<file path="src/design/awsc_map.vh">
// constants of the area wait state controller: offsets, fields, reset values, tables
// assumes inclusion by bare name from the design files
`ifndef AWSC_MAP_VH
`define AWSC_MAP_VH
// ---------------------------------------------------------------
// register byte offsets
// ---------------------------------------------------------------
`define AWSC_OFF_WAIT_CTRL 4'h0
`define AWSC_OFF_CONTROL 4'h4
`define AWSC_OFF_STATUS 4'h8
// ---------------------------------------------------------------
// reset values
// ---------------------------------------------------------------
`define AWSC_RST_WAIT_CTRL 16'hFFFF
`define AWSC_RST_CONTROL 3'h0
// ---------------------------------------------------------------
// field positions in area_wait_control_two
// ---------------------------------------------------------------
`define AWSC_A6_LSB 13
`define AWSC_A5_LSB 10
`define AWSC_A4_LSB 7
`define AWSC_A3_LSB 5
`define AWSC_A2_LSB 3
`define AWSC_A0_LSB 0
// ---------------------------------------------------------------
// control register bits
// ---------------------------------------------------------------
`define AWSC_CTL_A2_SDRAM 0
`define AWSC_CTL_A3_SDRAM 1
`define AWSC_CTL_SAMPLE_SEL 2
// ---------------------------------------------------------------
// decode tables, one nibble or two bits per field value, value 0 lowest
// ---------------------------------------------------------------
`define AWSC_FIRST_WAITS 32'hA8643210
`define AWSC_BURST_PITCH 32'hA8644322
`define AWSC_CAS_LATENCY 8'hE5
// ---------------------------------------------------------------
// axi responses
// ---------------------------------------------------------------
`define AWSC_RESP_OKAY 2'h0
`define AWSC_RESP_SLVERR 2'h2
`endif

</file>
<file path="src/design/awsc_sync.v">
// two flip-flop synchroniser for a group of pin levels
// assumes each bit is an independent level from outside the aclk domain
`timescale 1ns/1ps
`default_nettype none
module awsc_sync #(
  parameter WIDTH = 2,
  parameter [WIDTH-1:0] RESET_VALUE = {WIDTH{1'b1}}
) (
  input wire aclk,
  input wire aresetn,
  input wire [WIDTH-1:0] async_in,
  output reg [WIDTH-1:0] sync_out
);
  reg [WIDTH-1:0] stage_one;
  always @(posedge aclk) begin
    if (!aresetn) begin
      stage_one <= RESET_VALUE;
      sync_out <= RESET_VALUE;
    end else begin
      stage_one <= async_in;
      sync_out <= stage_one;
    end
  end
endmodule // awsc_sync
`default_nettype wire

</file>
<file path="src/design/awsc_wait_decode.v">
// decode of one area's wait field into first-cycle waits and burst pitch
// assumes a pure combinational use; narrow fields arrive in code[1:0]
`timescale 1ns/1ps
`include "awsc_map.vh"
`default_nettype none
module awsc_wait_decode (
  input wire [2:0] code,
  input wire narrow,
  input wire has_burst,
  input wire sdram,
  output reg [3:0] first_waits,
  output reg [3:0] burst_pitch,
  output reg honour_first,
  output reg honour_burst
);
  reg [31:0] first_table;
  reg [31:0] pitch_table;
  reg [7:0] cas_table;
  always @* begin
    first_table = `AWSC_FIRST_WAITS;
    pitch_table = `AWSC_BURST_PITCH;
    cas_table = `AWSC_CAS_LATENCY;
    if (narrow && sdram) begin
      // cas latency stands in for the first-cycle waits, pin not used
      first_waits = {2'h0, cas_table[{code[1:0], 1'b0} +: 2]};
      honour_first = 1'b0;
    end else if (narrow) begin
      first_waits = {2'h0, code[1:0]};
      honour_first = (code[1:0] != 2'h0);
    end else begin
      first_waits = first_table[{code, 2'h0} +: 4];
      honour_first = (code != 3'h0);
    end
    if (has_burst && !narrow) begin
      burst_pitch = pitch_table[{code, 2'h0} +: 4];
      honour_burst = 1'b1;
    end else begin
      burst_pitch = first_waits + 4'h1;
      honour_burst = honour_first;
    end
  end
endmodule // awsc_wait_decode
`default_nettype wire

</file>
<file path="src/design/awsc_top.v">
// area wait state controller: axi4-lite registers, per-area decode, bus cycle timing
// assumes a bus sequencer on aclk issuing cycle requests and an active-low wait pin
`timescale 1ns/1ps
`include "awsc_map.vh"
`default_nettype none
// Overview of operation
// - area 6 field 0..7 gives 0,1,2,3,4,6,8,10 waits; pin ignored only at 0
// - area 6 burst pitch 2,2,3,4,4,6,8,10 states, pin always honoured
// - area 5 field 0..7 gives 0,1,2,3,4,6,8,10 waits; pin ignored only at 0
// - area 5 burst pitch 2,2,3,4,4,6,8,10 states, pin always honoured
// - area 4 gives 0,1,2,3,4,6,8,10 waits, pin ignored at 0, no burst pitch
// - area 3 ordinary memory: field gives 0..3 waits, pin ignored at 0
// - area 3 synchronous dram: field gives cas latency 1,1,2,3
// - area 2 ordinary memory: field gives 0..3 waits, pin ignored at 0
// - area 2 synchronous dram: field gives cas latency 1,1,2,3
// - area 0 field 0..7 gives 0,1,2,3,4,6,8,10 waits; pin ignored only at 0
// - area 0 burst pitch 2,2,3,4,4,6,8,10 states, pin always honoured
// - power-on reset sets wait control to all ones; manual reset keeps it
// - with sample select set, wait pin sampled at bus clock falling edge
module awsc_top #(
  parameter BURST_WIDTH = 4
) (
  input wire aclk,
  input wire aresetn,
  input wire [3:0] s_axi_awaddr,
  input wire [2:0] s_axi_awprot,
  input wire s_axi_awvalid,
  output reg s_axi_awready,
  input wire [31:0] s_axi_wdata,
  input wire [3:0] s_axi_wstrb,
  input wire s_axi_wvalid,
  output reg s_axi_wready,
  output reg [1:0] s_axi_bresp,
  output reg s_axi_bvalid,
  input wire s_axi_bready,
  input wire [3:0] s_axi_araddr,
  input wire [2:0] s_axi_arprot,
  input wire s_axi_arvalid,
  output reg s_axi_arready,
  output reg [31:0] s_axi_rdata,
  output reg [1:0] s_axi_rresp,
  output reg s_axi_rvalid,
  input wire s_axi_rready,
  input wire manual_resetn,
  input wire wait_n,
  input wire cycle_start,
  input wire [2:0] cycle_area,
  input wire [BURST_WIDTH-1:0] cycle_extra,
  output reg cycle_busy,
  output reg data_strobe,
  output reg cycle_done,
  output reg bus_clock_output,
  output reg [1:0] area2_cas_latency,
  output reg [1:0] area3_cas_latency
);
  // ---------------------------------------------------------------
  // states
  // ---------------------------------------------------------------
  localparam [1:0] ST_IDLE = 2'h0;
  localparam [1:0] ST_FIRST = 2'h1;
  localparam [1:0] ST_BURST = 2'h2;

  // ---------------------------------------------------------------
  // declarations
  // ---------------------------------------------------------------
  reg [15:0] area_wait_control_two;
  reg [2:0] control;
  reg aw_held;
  reg w_held;
  reg [3:0] aw_addr;
  reg [31:0] w_data;
  reg [3:0] w_strb;
  reg [1:0] state;
  reg [3:0] count;
  reg [BURST_WIDTH-1:0] remaining;
  reg [2:0] area;
  reg honour;
  reg pending;
  reg [2:0] pending_area;
  reg [BURST_WIDTH-1:0] pending_extra;
  reg [1:0] next_state;
  reg [3:0] next_count;
  reg [BURST_WIDTH-1:0] next_remaining;
  reg next_honour;
  reg next_strobe;
  reg next_done;
  reg [31:0] status_word;
  reg [31:0] read_word;
  reg [1:0] read_resp;
  wire [7:0] cas_table = `AWSC_CAS_LATENCY;
  wire [1:0] pin_sync;
  wire wait_low;
  wire manual_low;
  wire tick;
  wire sample_select;
  wire stall_seen;
  wire [23:0] area_code;
  wire [7:0] narrow_mask;
  wire [7:0] burst_mask;
  wire [7:0] sdram_mask;
  wire [31:0] waits_all;
  wire [31:0] pitch_all;
  wire [7:0] honour_first_all;
  wire [7:0] honour_burst_all;
  wire write_go;

  // ---------------------------------------------------------------
  // pin synchronisers
  // ---------------------------------------------------------------
  awsc_sync #(
    .WIDTH(2),
    .RESET_VALUE(2'h3)
  ) u_sync (
    .aclk(aclk),
    .aresetn(aresetn),
    .async_in({manual_resetn, wait_n}),
    .sync_out(pin_sync)
  );
  assign wait_low = ~pin_sync[0];
  assign manual_low = ~pin_sync[1];

  // ---------------------------------------------------------------
  // bus clock output, one bus state per two aclk cycles
  // ---------------------------------------------------------------
  always @(posedge aclk) begin
    if (!aresetn) begin
      bus_clock_output <= 1'b0;
    end else begin
      bus_clock_output <= ~bus_clock_output;
    end
  end
  // tick marks the edge at which the bus clock output falls
  assign tick = bus_clock_output;
  assign sample_select = control[`AWSC_CTL_SAMPLE_SEL];
  // pin is looked at only on the falling edge and only with sampling selected
  assign stall_seen = tick && sample_select && wait_low;

  // ---------------------------------------------------------------
  // per-area field selection and decode
  // ---------------------------------------------------------------
  assign area_code[2:0] = area_wait_control_two[`AWSC_A0_LSB +: 3];
  assign area_code[5:3] = 3'h0;
  assign area_code[8:6] = {1'b0, area_wait_control_two[`AWSC_A2_LSB +: 2]};
  assign area_code[11:9] = {1'b0, area_wait_control_two[`AWSC_A3_LSB +: 2]};
  assign area_code[14:12] = area_wait_control_two[`AWSC_A4_LSB +: 3];
  assign area_code[17:15] = area_wait_control_two[`AWSC_A5_LSB +: 3];
  assign area_code[20:18] = area_wait_control_two[`AWSC_A6_LSB +: 3];
  assign area_code[23:21] = 3'h0;
  assign narrow_mask = 8'h0C;
  // areas 0, 5 and 6 carry a burst pitch, area 4 does not
  assign burst_mask = 8'h61;
  assign sdram_mask = {4'h0, control[`AWSC_CTL_A3_SDRAM], control[`AWSC_CTL_A2_SDRAM], 2'h0};

  genvar gi;
  generate
    for (gi = 0; gi < 8; gi = gi + 1) begin : g_area
      awsc_wait_decode u_dec (
        .code(area_code[3*gi +: 3]),
        .narrow(narrow_mask[gi]),
        .has_burst(burst_mask[gi]),
        .sdram(sdram_mask[gi]),
        .first_waits(waits_all[4*gi +: 4]),
        .burst_pitch(pitch_all[4*gi +: 4]),
        .honour_first(honour_first_all[gi]),
        .honour_burst(honour_burst_all[gi])
      );
    end
  endgenerate

  // ---------------------------------------------------------------
  // cas latency outputs for areas 2 and 3
  // ---------------------------------------------------------------
  always @(posedge aclk) begin
    if (!aresetn) begin
      area2_cas_latency <= 2'h3;
      area3_cas_latency <= 2'h3;
    end else begin
      area2_cas_latency <= cas_table[{area_wait_control_two[`AWSC_A2_LSB +: 2], 1'b0} +: 2];
      area3_cas_latency <= cas_table[{area_wait_control_two[`AWSC_A3_LSB +: 2], 1'b0} +: 2];
    end
  end

  // ---------------------------------------------------------------
  // cycle request capture
  // ---------------------------------------------------------------
  always @(posedge aclk) begin
    if (!aresetn || manual_low) begin
      pending <= 1'b0;
      pending_area <= 3'h0;
      pending_extra <= {BURST_WIDTH{1'b0}};
      cycle_busy <= 1'b0;
    end else begin
      if (cycle_start && !cycle_busy) begin
        pending <= 1'b1;
        pending_area <= cycle_area;
        pending_extra <= cycle_extra;
        cycle_busy <= 1'b1;
      end else begin
        if (tick && state == ST_IDLE) begin
          pending <= 1'b0;
        end
        if (next_done) begin
          cycle_busy <= 1'b0;
        end
      end
    end
  end

  // ---------------------------------------------------------------
  // wait state sequencer
  // ---------------------------------------------------------------
  always @* begin
    next_state = state;
    next_count = count;
    next_remaining = remaining;
    next_honour = honour;
    next_strobe = 1'b0;
    next_done = 1'b0;
    if (tick) begin
      case (state)
        ST_IDLE: begin
          if (pending) begin
            next_state = ST_FIRST;
            next_count = waits_all[4*pending_area +: 4];
            next_honour = honour_first_all[pending_area];
            next_remaining = pending_extra;
          end
        end
        ST_FIRST, ST_BURST: begin
          if (count != 4'h0) begin
            next_count = count - 4'h1;
          end else if (honour && stall_seen) begin
            next_count = 4'h0;
          end else begin
            next_strobe = 1'b1;
            if (remaining == {BURST_WIDTH{1'b0}}) begin
              next_state = ST_IDLE;
              next_done = 1'b1;
            end else begin
              next_state = ST_BURST;
              next_remaining = remaining - {{(BURST_WIDTH-1){1'b0}}, 1'b1};
              next_count = pitch_all[4*area +: 4] - 4'h1;
              next_honour = honour_burst_all[area];
            end
          end
        end
        default: begin
          next_state = ST_IDLE;
        end
      endcase
    end
  end

  always @(posedge aclk) begin
    if (!aresetn || manual_low) begin
      state <= ST_IDLE;
      count <= 4'h0;
      remaining <= {BURST_WIDTH{1'b0}};
      honour <= 1'b0;
      area <= 3'h0;
      data_strobe <= 1'b0;
      cycle_done <= 1'b0;
    end else begin
      state <= next_state;
      count <= next_count;
      remaining <= next_remaining;
      honour <= next_honour;
      data_strobe <= next_strobe;
      cycle_done <= next_done;
      if (tick && state == ST_IDLE && pending) begin
        area <= pending_area;
      end
    end
  end

  // ---------------------------------------------------------------
  // axi4-lite write channel
  // ---------------------------------------------------------------
  assign write_go = aw_held && w_held && !s_axi_bvalid;

  always @(posedge aclk) begin
    if (!aresetn) begin
      s_axi_awready <= 1'b1;
      s_axi_wready <= 1'b1;
      s_axi_bvalid <= 1'b0;
      s_axi_bresp <= `AWSC_RESP_OKAY;
      aw_held <= 1'b0;
      w_held <= 1'b0;
      aw_addr <= 4'h0;
      w_data <= 32'h00000000;
      w_strb <= 4'h0;
    end else begin
      if (s_axi_awvalid && s_axi_awready) begin
        aw_held <= 1'b1;
        aw_addr <= s_axi_awaddr;
        s_axi_awready <= 1'b0;
      end
      if (s_axi_wvalid && s_axi_wready) begin
        w_held <= 1'b1;
        w_data <= s_axi_wdata;
        w_strb <= s_axi_wstrb;
        s_axi_wready <= 1'b0;
      end
      if (write_go) begin
        aw_held <= 1'b0;
        w_held <= 1'b0;
        s_axi_bvalid <= 1'b1;
        if (aw_addr == `AWSC_OFF_WAIT_CTRL || aw_addr == `AWSC_OFF_CONTROL ||
            aw_addr == `AWSC_OFF_STATUS) begin
          s_axi_bresp <= `AWSC_RESP_OKAY;
        end else begin
          s_axi_bresp <= `AWSC_RESP_SLVERR;
        end
      end
      if (s_axi_bvalid && s_axi_bready) begin
        s_axi_bvalid <= 1'b0;
        s_axi_awready <= 1'b1;
        s_axi_wready <= 1'b1;
      end
    end
  end

  // ---------------------------------------------------------------
  // registers, kept through manual reset
  // ---------------------------------------------------------------
  always @(posedge aclk) begin
    if (!aresetn) begin
      area_wait_control_two <= `AWSC_RST_WAIT_CTRL;
      control <= `AWSC_RST_CONTROL;
    end else if (write_go) begin
      if (aw_addr == `AWSC_OFF_WAIT_CTRL) begin
        if (w_strb[0]) begin
          area_wait_control_two[7:0] <= w_data[7:0];
        end
        if (w_strb[1]) begin
          area_wait_control_two[15:8] <= w_data[15:8];
        end
      end
      if (aw_addr == `AWSC_OFF_CONTROL && w_strb[0]) begin
        control <= w_data[2:0];
      end
    end
  end

  // ---------------------------------------------------------------
  // axi4-lite read channel
  // ---------------------------------------------------------------
  always @* begin
    status_word = 32'h00000000;
    status_word[0] = cycle_busy;
    status_word[2:1] = state;
    status_word[6:4] = area;
    status_word[7] = wait_low;
    status_word[11:8] = count;
    status_word[15:12] = remaining[3:0];
    read_resp = `AWSC_RESP_OKAY;
    case (s_axi_araddr)
      `AWSC_OFF_WAIT_CTRL: begin
        read_word = {16'h0000, area_wait_control_two};
      end
      `AWSC_OFF_CONTROL: begin
        read_word = {29'h00000000, control};
      end
      `AWSC_OFF_STATUS: begin
        read_word = status_word;
      end
      default: begin
        read_word = 32'h00000000;
        read_resp = `AWSC_RESP_SLVERR;
      end
    endcase
  end

  always @(posedge aclk) begin
    if (!aresetn) begin
      s_axi_arready <= 1'b1;
      s_axi_rvalid <= 1'b0;
      s_axi_rdata <= 32'h00000000;
      s_axi_rresp <= `AWSC_RESP_OKAY;
    end else begin
      if (s_axi_arvalid && s_axi_arready) begin
        s_axi_arready <= 1'b0;
        s_axi_rvalid <= 1'b1;
        s_axi_rdata <= read_word;
        s_axi_rresp <= read_resp;
      end
      if (s_axi_rvalid && s_axi_rready) begin
        s_axi_rvalid <= 1'b0;
        s_axi_arready <= 1'b1;
      end
    end
  end
endmodule // awsc_top
`default_nettype wire

</file>
<file path="config.mk">
export PLATFORM = sky130hd
export DESIGN_NAME = awsc_top
export DESIGN_NICKNAME = d
export VERILOG_FILES = /design/src/design/awsc_sync.v /design/src/design/awsc_wait_decode.v /design/src/design/awsc_top.v
export VERILOG_INCLUDE_DIRS = /design/src /design/src/design
export SDC_FILE = /design/constraint.sdc
export NUM_CORES = 1
export LEC_CHECK = 0
export BUFFER_PORTS_ARGS = -buffer_cell sky130_fd_sc_hd__buf_2
export CAP_MARGIN = 20
export CORE_MARGIN = 2
export CORE_UTILIZATION = 43
export DETAILED_ROUTE_END_ITERATION = 8
export GPL_ROUTABILITY_DRIVEN = 0
export PLACE_DENSITY = 0.64
export SLEW_MARGIN = 20
export SYNTH_ARGS = -nofsm -noshare
export SYNTH_HDL_FRONTEND = slang
export SYNTH_SLANG_ARGS = --single-unit
</file>
<file path="constraint.sdc">
create_clock -name aclk -period 3.4 [get_ports aclk]
set_input_delay 0.68 -clock aclk [delete_from_list [all_inputs] [get_ports aclk]]
set_output_delay 0.68 -clock aclk [all_outputs]
set_load 0.03 [all_outputs]
</file>
Word level (Yosys, flattened, before mapping). Index checks and enable logic that the tools add are counted.

Add/sub/neg operators: 6. Magnitude comparators: 2. Eq/ne operators: 11. Shift-type cells: 11. Multiplexer cells: 41. Bitwise logic cells: 5. Reduce and logical (&&, ||, !) cells: 46.

Operators with widths (number): 32-bit by 6-bit variable part select with 4-bit output (first input constant) (7); 32-bit by 6-bit variable part select with 4-bit output (2); 16-bit one-hot mux with 3 select lines (1); 4-bit two-way mux (8); 1-bit two-way mux (18); 2-bit two-way mux (8); 4-bit one-hot mux with 2 select lines (2); 8-bit by 4-bit variable part select with 2-bit output (first input constant) (2); 1-bit logical AND (14); 4-bit logical NOT (3); 3-bit nonzero test (4); 4-bit by 1-bit subtractor with 4-bit output (second input constant) (3); 2-bit nonzero test (5); 4-bit by 3-bit equality test with 1-bit output (second input constant) (2); 4-bit equality test (second input constant) (2); 3-bit by 4-bit less-than comparator with 1-bit output (second input constant) (2); 2-bit inequality test (second input constant) (4); 4-bit AND reduction (2); 2-bit OR reduction (4); 2-bit by 1-bit adder with 3-bit output (second input constant) (2); 1-bit binary-select mux with 3-bit select (2); 3-bit AND reduction (2); 6-bit AND reduction (1); 1-bit NOT (5); other kinds (13) (17).

Bits in registers: 118. Input bits: 67. Logic and storage cells: 154.

Longest topological paths before layout.
Depth after elaboration: 9. Mapped depth: 11. Depth with buffers taken out: 11.

Modules after synthesis. Synthesis repeated with hierarchy kept, for this count alone.

Cells, all modules: 762. Area, all modules: 6353.6 sq um.

By module, submodules not included: awsc_top (times used 1, cells an instance 513, area each 4777.1 sq um); awsc_wait_decode (g_area[0].u_dec ...) (times used 6, cells an instance 30, area each 182.7 sq um); awsc_wait_decode (g_area[6].u_dec) (times used 1, cells an instance 30, area each 193.9 sq um); awsc_wait_decode (g_area[5].u_dec) (times used 1, cells an instance 31, area each 181.4 sq um); awsc_sync (times used 1, cells an instance 8, area each 105.1 sq um).

Least setup slack after synthesis. Ideal clock, no wire load.

Path kind: register to register. From: reg area_wait_control_two[4]. To: reg count[3]. Setup time: 87 ps. Arrival: 2216 ps. Required time: 3313 ps. Path slack: 1097 ps. Cell stages (with the launch flop): 9. Buffers on the path: 0. Clock period less this slack: 2303 ps. Cells stage by stage: dfxtp_1 nor2b_1 or2_2 ha_1 mux2_2 a221o_1 a2111oi_2 xor2_1 o31ai_1.

Word-level cells in the longest chain between the ends: 9.

RTL lines: start, declared (line awsc_top.v:66) `reg [15:0] area_wait_control_two;`; start signal, assigned (line awsc_top.v:328) `` area_wait_control_two <= `AWSC_RST_WAIT_CTRL; ``; start signal, assigned (line awsc_top.v:333) `area_wait_control_two[7:0] <= w_data[7:0];`; 8-bit by 4-bit variable part select with 2-bit output (line awsc_wait_decode.v:25) `first_waits = {2'h0, cas_table[{code[1:0], 1'b0} +: 2]};`; 2-bit two-way mux (*) (line awsc_wait_decode.v:23) `if (narrow && sdram) begin`; 2-bit by 1-bit adder with 3-bit output (*) (line awsc_wait_decode.v:38) `burst_pitch = first_waits + 4'h1;`; 32-bit by 6-bit variable part select with 4-bit output (*) (line awsc_top.v:242) `next_count = pitch_all[4*area +: 4] - 4'h1;`; 4-bit by 1-bit subtractor with 4-bit output (*) (line awsc_top.v:242); 4-bit two-way mux (*) (line awsc_top.v:236) `if (remaining == {BURST_WIDTH{1'b0}}) begin`; 4-bit two-way mux (*) (line awsc_top.v:232) `end else if (honour && stall_seen) begin`; 4-bit two-way mux (*) (line awsc_top.v:230) `if (count != 4'h0) begin`; 4-bit one-hot mux with 2 select lines (*) (line awsc_top.v:220) `case (state)`; end signal, assigned (line awsc_top.v:265) `count <= next_count;`; end, declared (line awsc_top.v:74) `reg [3:0] count;`.

Mark *: on every way between the ends. The rest lies on a longest branch, timed or not. The select of a mux whose other input is x is not followed. A chain may end at the register's enable or synchronous reset.

Final worst setup path.
From: reg area_wait_control_two[4]. To: reg count[1].

Word-level cells in the longest chain between the ends: 9. Elaborated cells between the ends (all ways): 11. Classes of those cells: 2 x add/sub; 3 x shift; 6 x mux.

RTL lines (line): 8-bit by 4-bit variable part select with 2-bit output (awsc_wait_decode.v:25); 2-bit two-way mux (*) (awsc_wait_decode.v:23); 2-bit by 1-bit adder with 3-bit output (awsc_wait_decode.v:38); 32-bit by 6-bit variable part select with 4-bit output (awsc_top.v:242); 4-bit by 1-bit subtractor with 4-bit output (awsc_top.v:242); 4-bit two-way mux (awsc_top.v:236); 4-bit two-way mux (awsc_top.v:232); 4-bit two-way mux (awsc_top.v:230); 4-bit one-hot mux with 2 select lines (*) (awsc_top.v:220).

Marks and branches as above.

==> metrics.cfg <==
[status]
status = complete, no violations

[synthesis]
synth_edf_count = 0
ys_types = 66
synth-seq-cells = 100
synthArstFlopShare = 0
syn_area_per_cell_sq_um = 8.31
synthCells = 604
yosysSeqAreaShare = 0.399
syn-cell-area_sq_mm = 0.00502
synthFlopType = dfxtp_1
yosys_warnings = 0

[floorplan]
die_y_um = 112
die_w_um = 112
rows = 39
coreArea_sq_mm = 0.0114
num_io_pins = 116
die_area_sq_mm = 0.0125
initial_core_util = 0.439

[clocking]
cts-root-buf = clkbuf_16
path_clk_slew_ns = 0.07
cts_tree = yes
cts_max_level = 3
cts.repair.resized = 0
cts_setup_buffers = 0
ctsHoldBuffers = 0
clock-sinks = 100
cts_max_path_buffers = 2
cts_made_buffers = 9
worst_skew_pair.late_latency_ns = 0.35

[global_routing]
overflow = 0
grt_pass1_vias = 3962
grt_max_degree = 76
antenna_found_initial = 0
grt_use_total = 0.191
grt_pass1_wl_um = 19500

[setup_path]
cp.arrival_ns = 2.89
critPathSlowestCell = dfxtp_1
max_stage_delay_ns = 0.48
cp.required_ns = 3.65
worst-path-max-fanout = 8
path_class = reg2reg
worstSetupStartpointType = flip-flop
crit_chain = nor2b_1 > or2_2 > ha_1 > nand3b_1 > o311a_1 > a32oi_1 > inv_1 > ha_1 > o22ai_1 > a211oi_1 > a211oi_1
critPathCaptureType = flip-flop

[placed_design]
placed_cell_area_sq_mm = 0.00537
dpl.hpwl_um = 8440
io_buffers = 73

[finish]
area_delta_synth_final_pct = 12.5
fin_nets = 727
layout-drive-gt1-share = 0.158
final_cell_area_sq_mm = 0.00564
mostFrequentLayoutCells = nand2_1 (109), dfxtp_1 (100), buf_2 (73)
antenna_cells = 0
final_common_cell = nand2_1

[sta]
clock_skew_ns = 0.00764
period_minus_slack_ns = 2.64
rsz0062_at_grt = false
setup-violations-final = 0
fin_crit_sh = 0.777
hold_viol = 0
tightestPinTransition_ns = 1.06
slew_violations = 0
fmax_mhz = 379
timing.slew.headroom = 0.275
finalSetupTns_ns = 0

[hold_path]
hold_class = reg2reg

[detailed_routing]
first_iter_violations = 315
drc_errors = 0
finalWirelength_um = 11500
vias_per_cell = 5.38
firstDrtPassIters = 5
antenna_left = 0
num_vias = 4312
wl_per_cell_um = 14.3

[pwr]
leakage_nw = 2.40
power_mw = 2.44
powerDensity_mw_per_mm2 = 433
irDropWorstVdd_mv = 0.384

[flow_run]
maxCapViolCount = 0

-- synthesized netlist by cell type, drive strengths merged, types with 4 or more instances --
cell	instances	share of area
mux2i	29	0.058
nor2b	17	0.021
buf	27	0.037
dfxtp	100	0.40
a22oi	15	0.022
nand2	109	0.082
o21ai	36	0.036
nor4	4	0.0050
nor3	4	0.0040
ha	7	0.017
a31oi	4	0.0050
nor2	19	0.014
nor3b	4	0.0060
a21oi	25	0.025
nand3	14	0.014
a21boi	26	0.039
nand3b	11	0.016
inv	20	0.015
nand2b	18	0.022
clkbuf	30	0.022
and2	18	0.023
a211oi	7	0.010
-- metal layers --
metal,routed length (um),GRT usage
met4,205,0.0715
met1,5280,0.255
met5,0,0
met3,632,0.0470
met2,5370,0.303
-- kinds of logic after synthesis --
family / count (synthesis) / share of synthesized area
AO/OA/AOI/OAI: 151 / 0.206
XOR/XNOR: 2 / 0.00349
adder cells (fa/ha/maj): 7 / 0.0175
buffers and inverters: 77 / 0.0741
flip-flops: 100 / 0.399
multiplexers: 33 / 0.0691
other: 1 / 0.000747
AND/OR/NAND/NOR: 233 / 0.230
-- flip-flops by register name (all words and copies together), names as in the netlist, 2 cells and up --
register               flops
pending_area               3
count                      4
control                    3
w_data                    16
area2_cas_latency          2
area                       3
area3_cas_latency          2
w_strb                     2
u_sync.sync_out            2
aw_addr                    4
pending_extra              4
s_axi_rdata               16
remaining                  4
state                      2
area_wait_control_two     16
u_sync.stage_one           2
-- worst paths after layout --
path                            start            endpoint  slack, ns  cells past startpoint
max          area_wait_control_two[4]            count[1]       0.76                     11
min               u_sync.stage_one[1]  u_sync.sync_out[1]       0.40                      1
max reg2reg  area_wait_control_two[4]            count[1]       0.76                     11
min reg2reg       u_sync.stage_one[1]  u_sync.sync_out[1]       0.40                      1
-- cell type report --
| cell class | instances | area (sq um) |
|---|---|---|
| multi-input combinational | 444 | 2710 |
| timing repair buffer | 78 | 403 |
| inverter | 20 | 75.1 |
| clock buffer | 12 | 246 |
| sequential | 100 | 2000 |
| tap | 143 | 179 |
| clock inverter | 4 | 25.0 |
| fill | 1143 | 5770 |
-- power breakdown --
| group | switching, mW | leakage, nW | internal [mW] |
|---|---|---|---|
| logic | 0.164 | 1.46 | 0.0926 |
| registers | 0.0380 | 0.815 | 1.21 |
| clock network | 0.426 | 0.129 | 0.514 |
-- metrics by stage --
stage                     setup WS [ns]  hold WS (ns)  std cells   util
final                             0.759         0.401        801  0.494
after global routing              0.536         0.410        801  0.494
after CTS                         0.762         0.409        801  0.494
after detailed placement          0.789         0.397        785  0.471
after global placement            0.842         0.397        785  0.471
after floorplan                    1.10         0.386        621      -
-- critical path, delay by kind of cell, from the launching register on --
| kind | cells | cell delay, ns |
|---|---|---|
| AOI/OAI and AO/OA | 5 | 0.93 |
| adders and majority gates | 2 | 0.58 |
| DFF | 1 | 0.48 |
| and+or+nand+nor | 3 | 0.47 |
| buffers and inverters | 1 | 0.09 |
(Power assumes the default switching activity.)
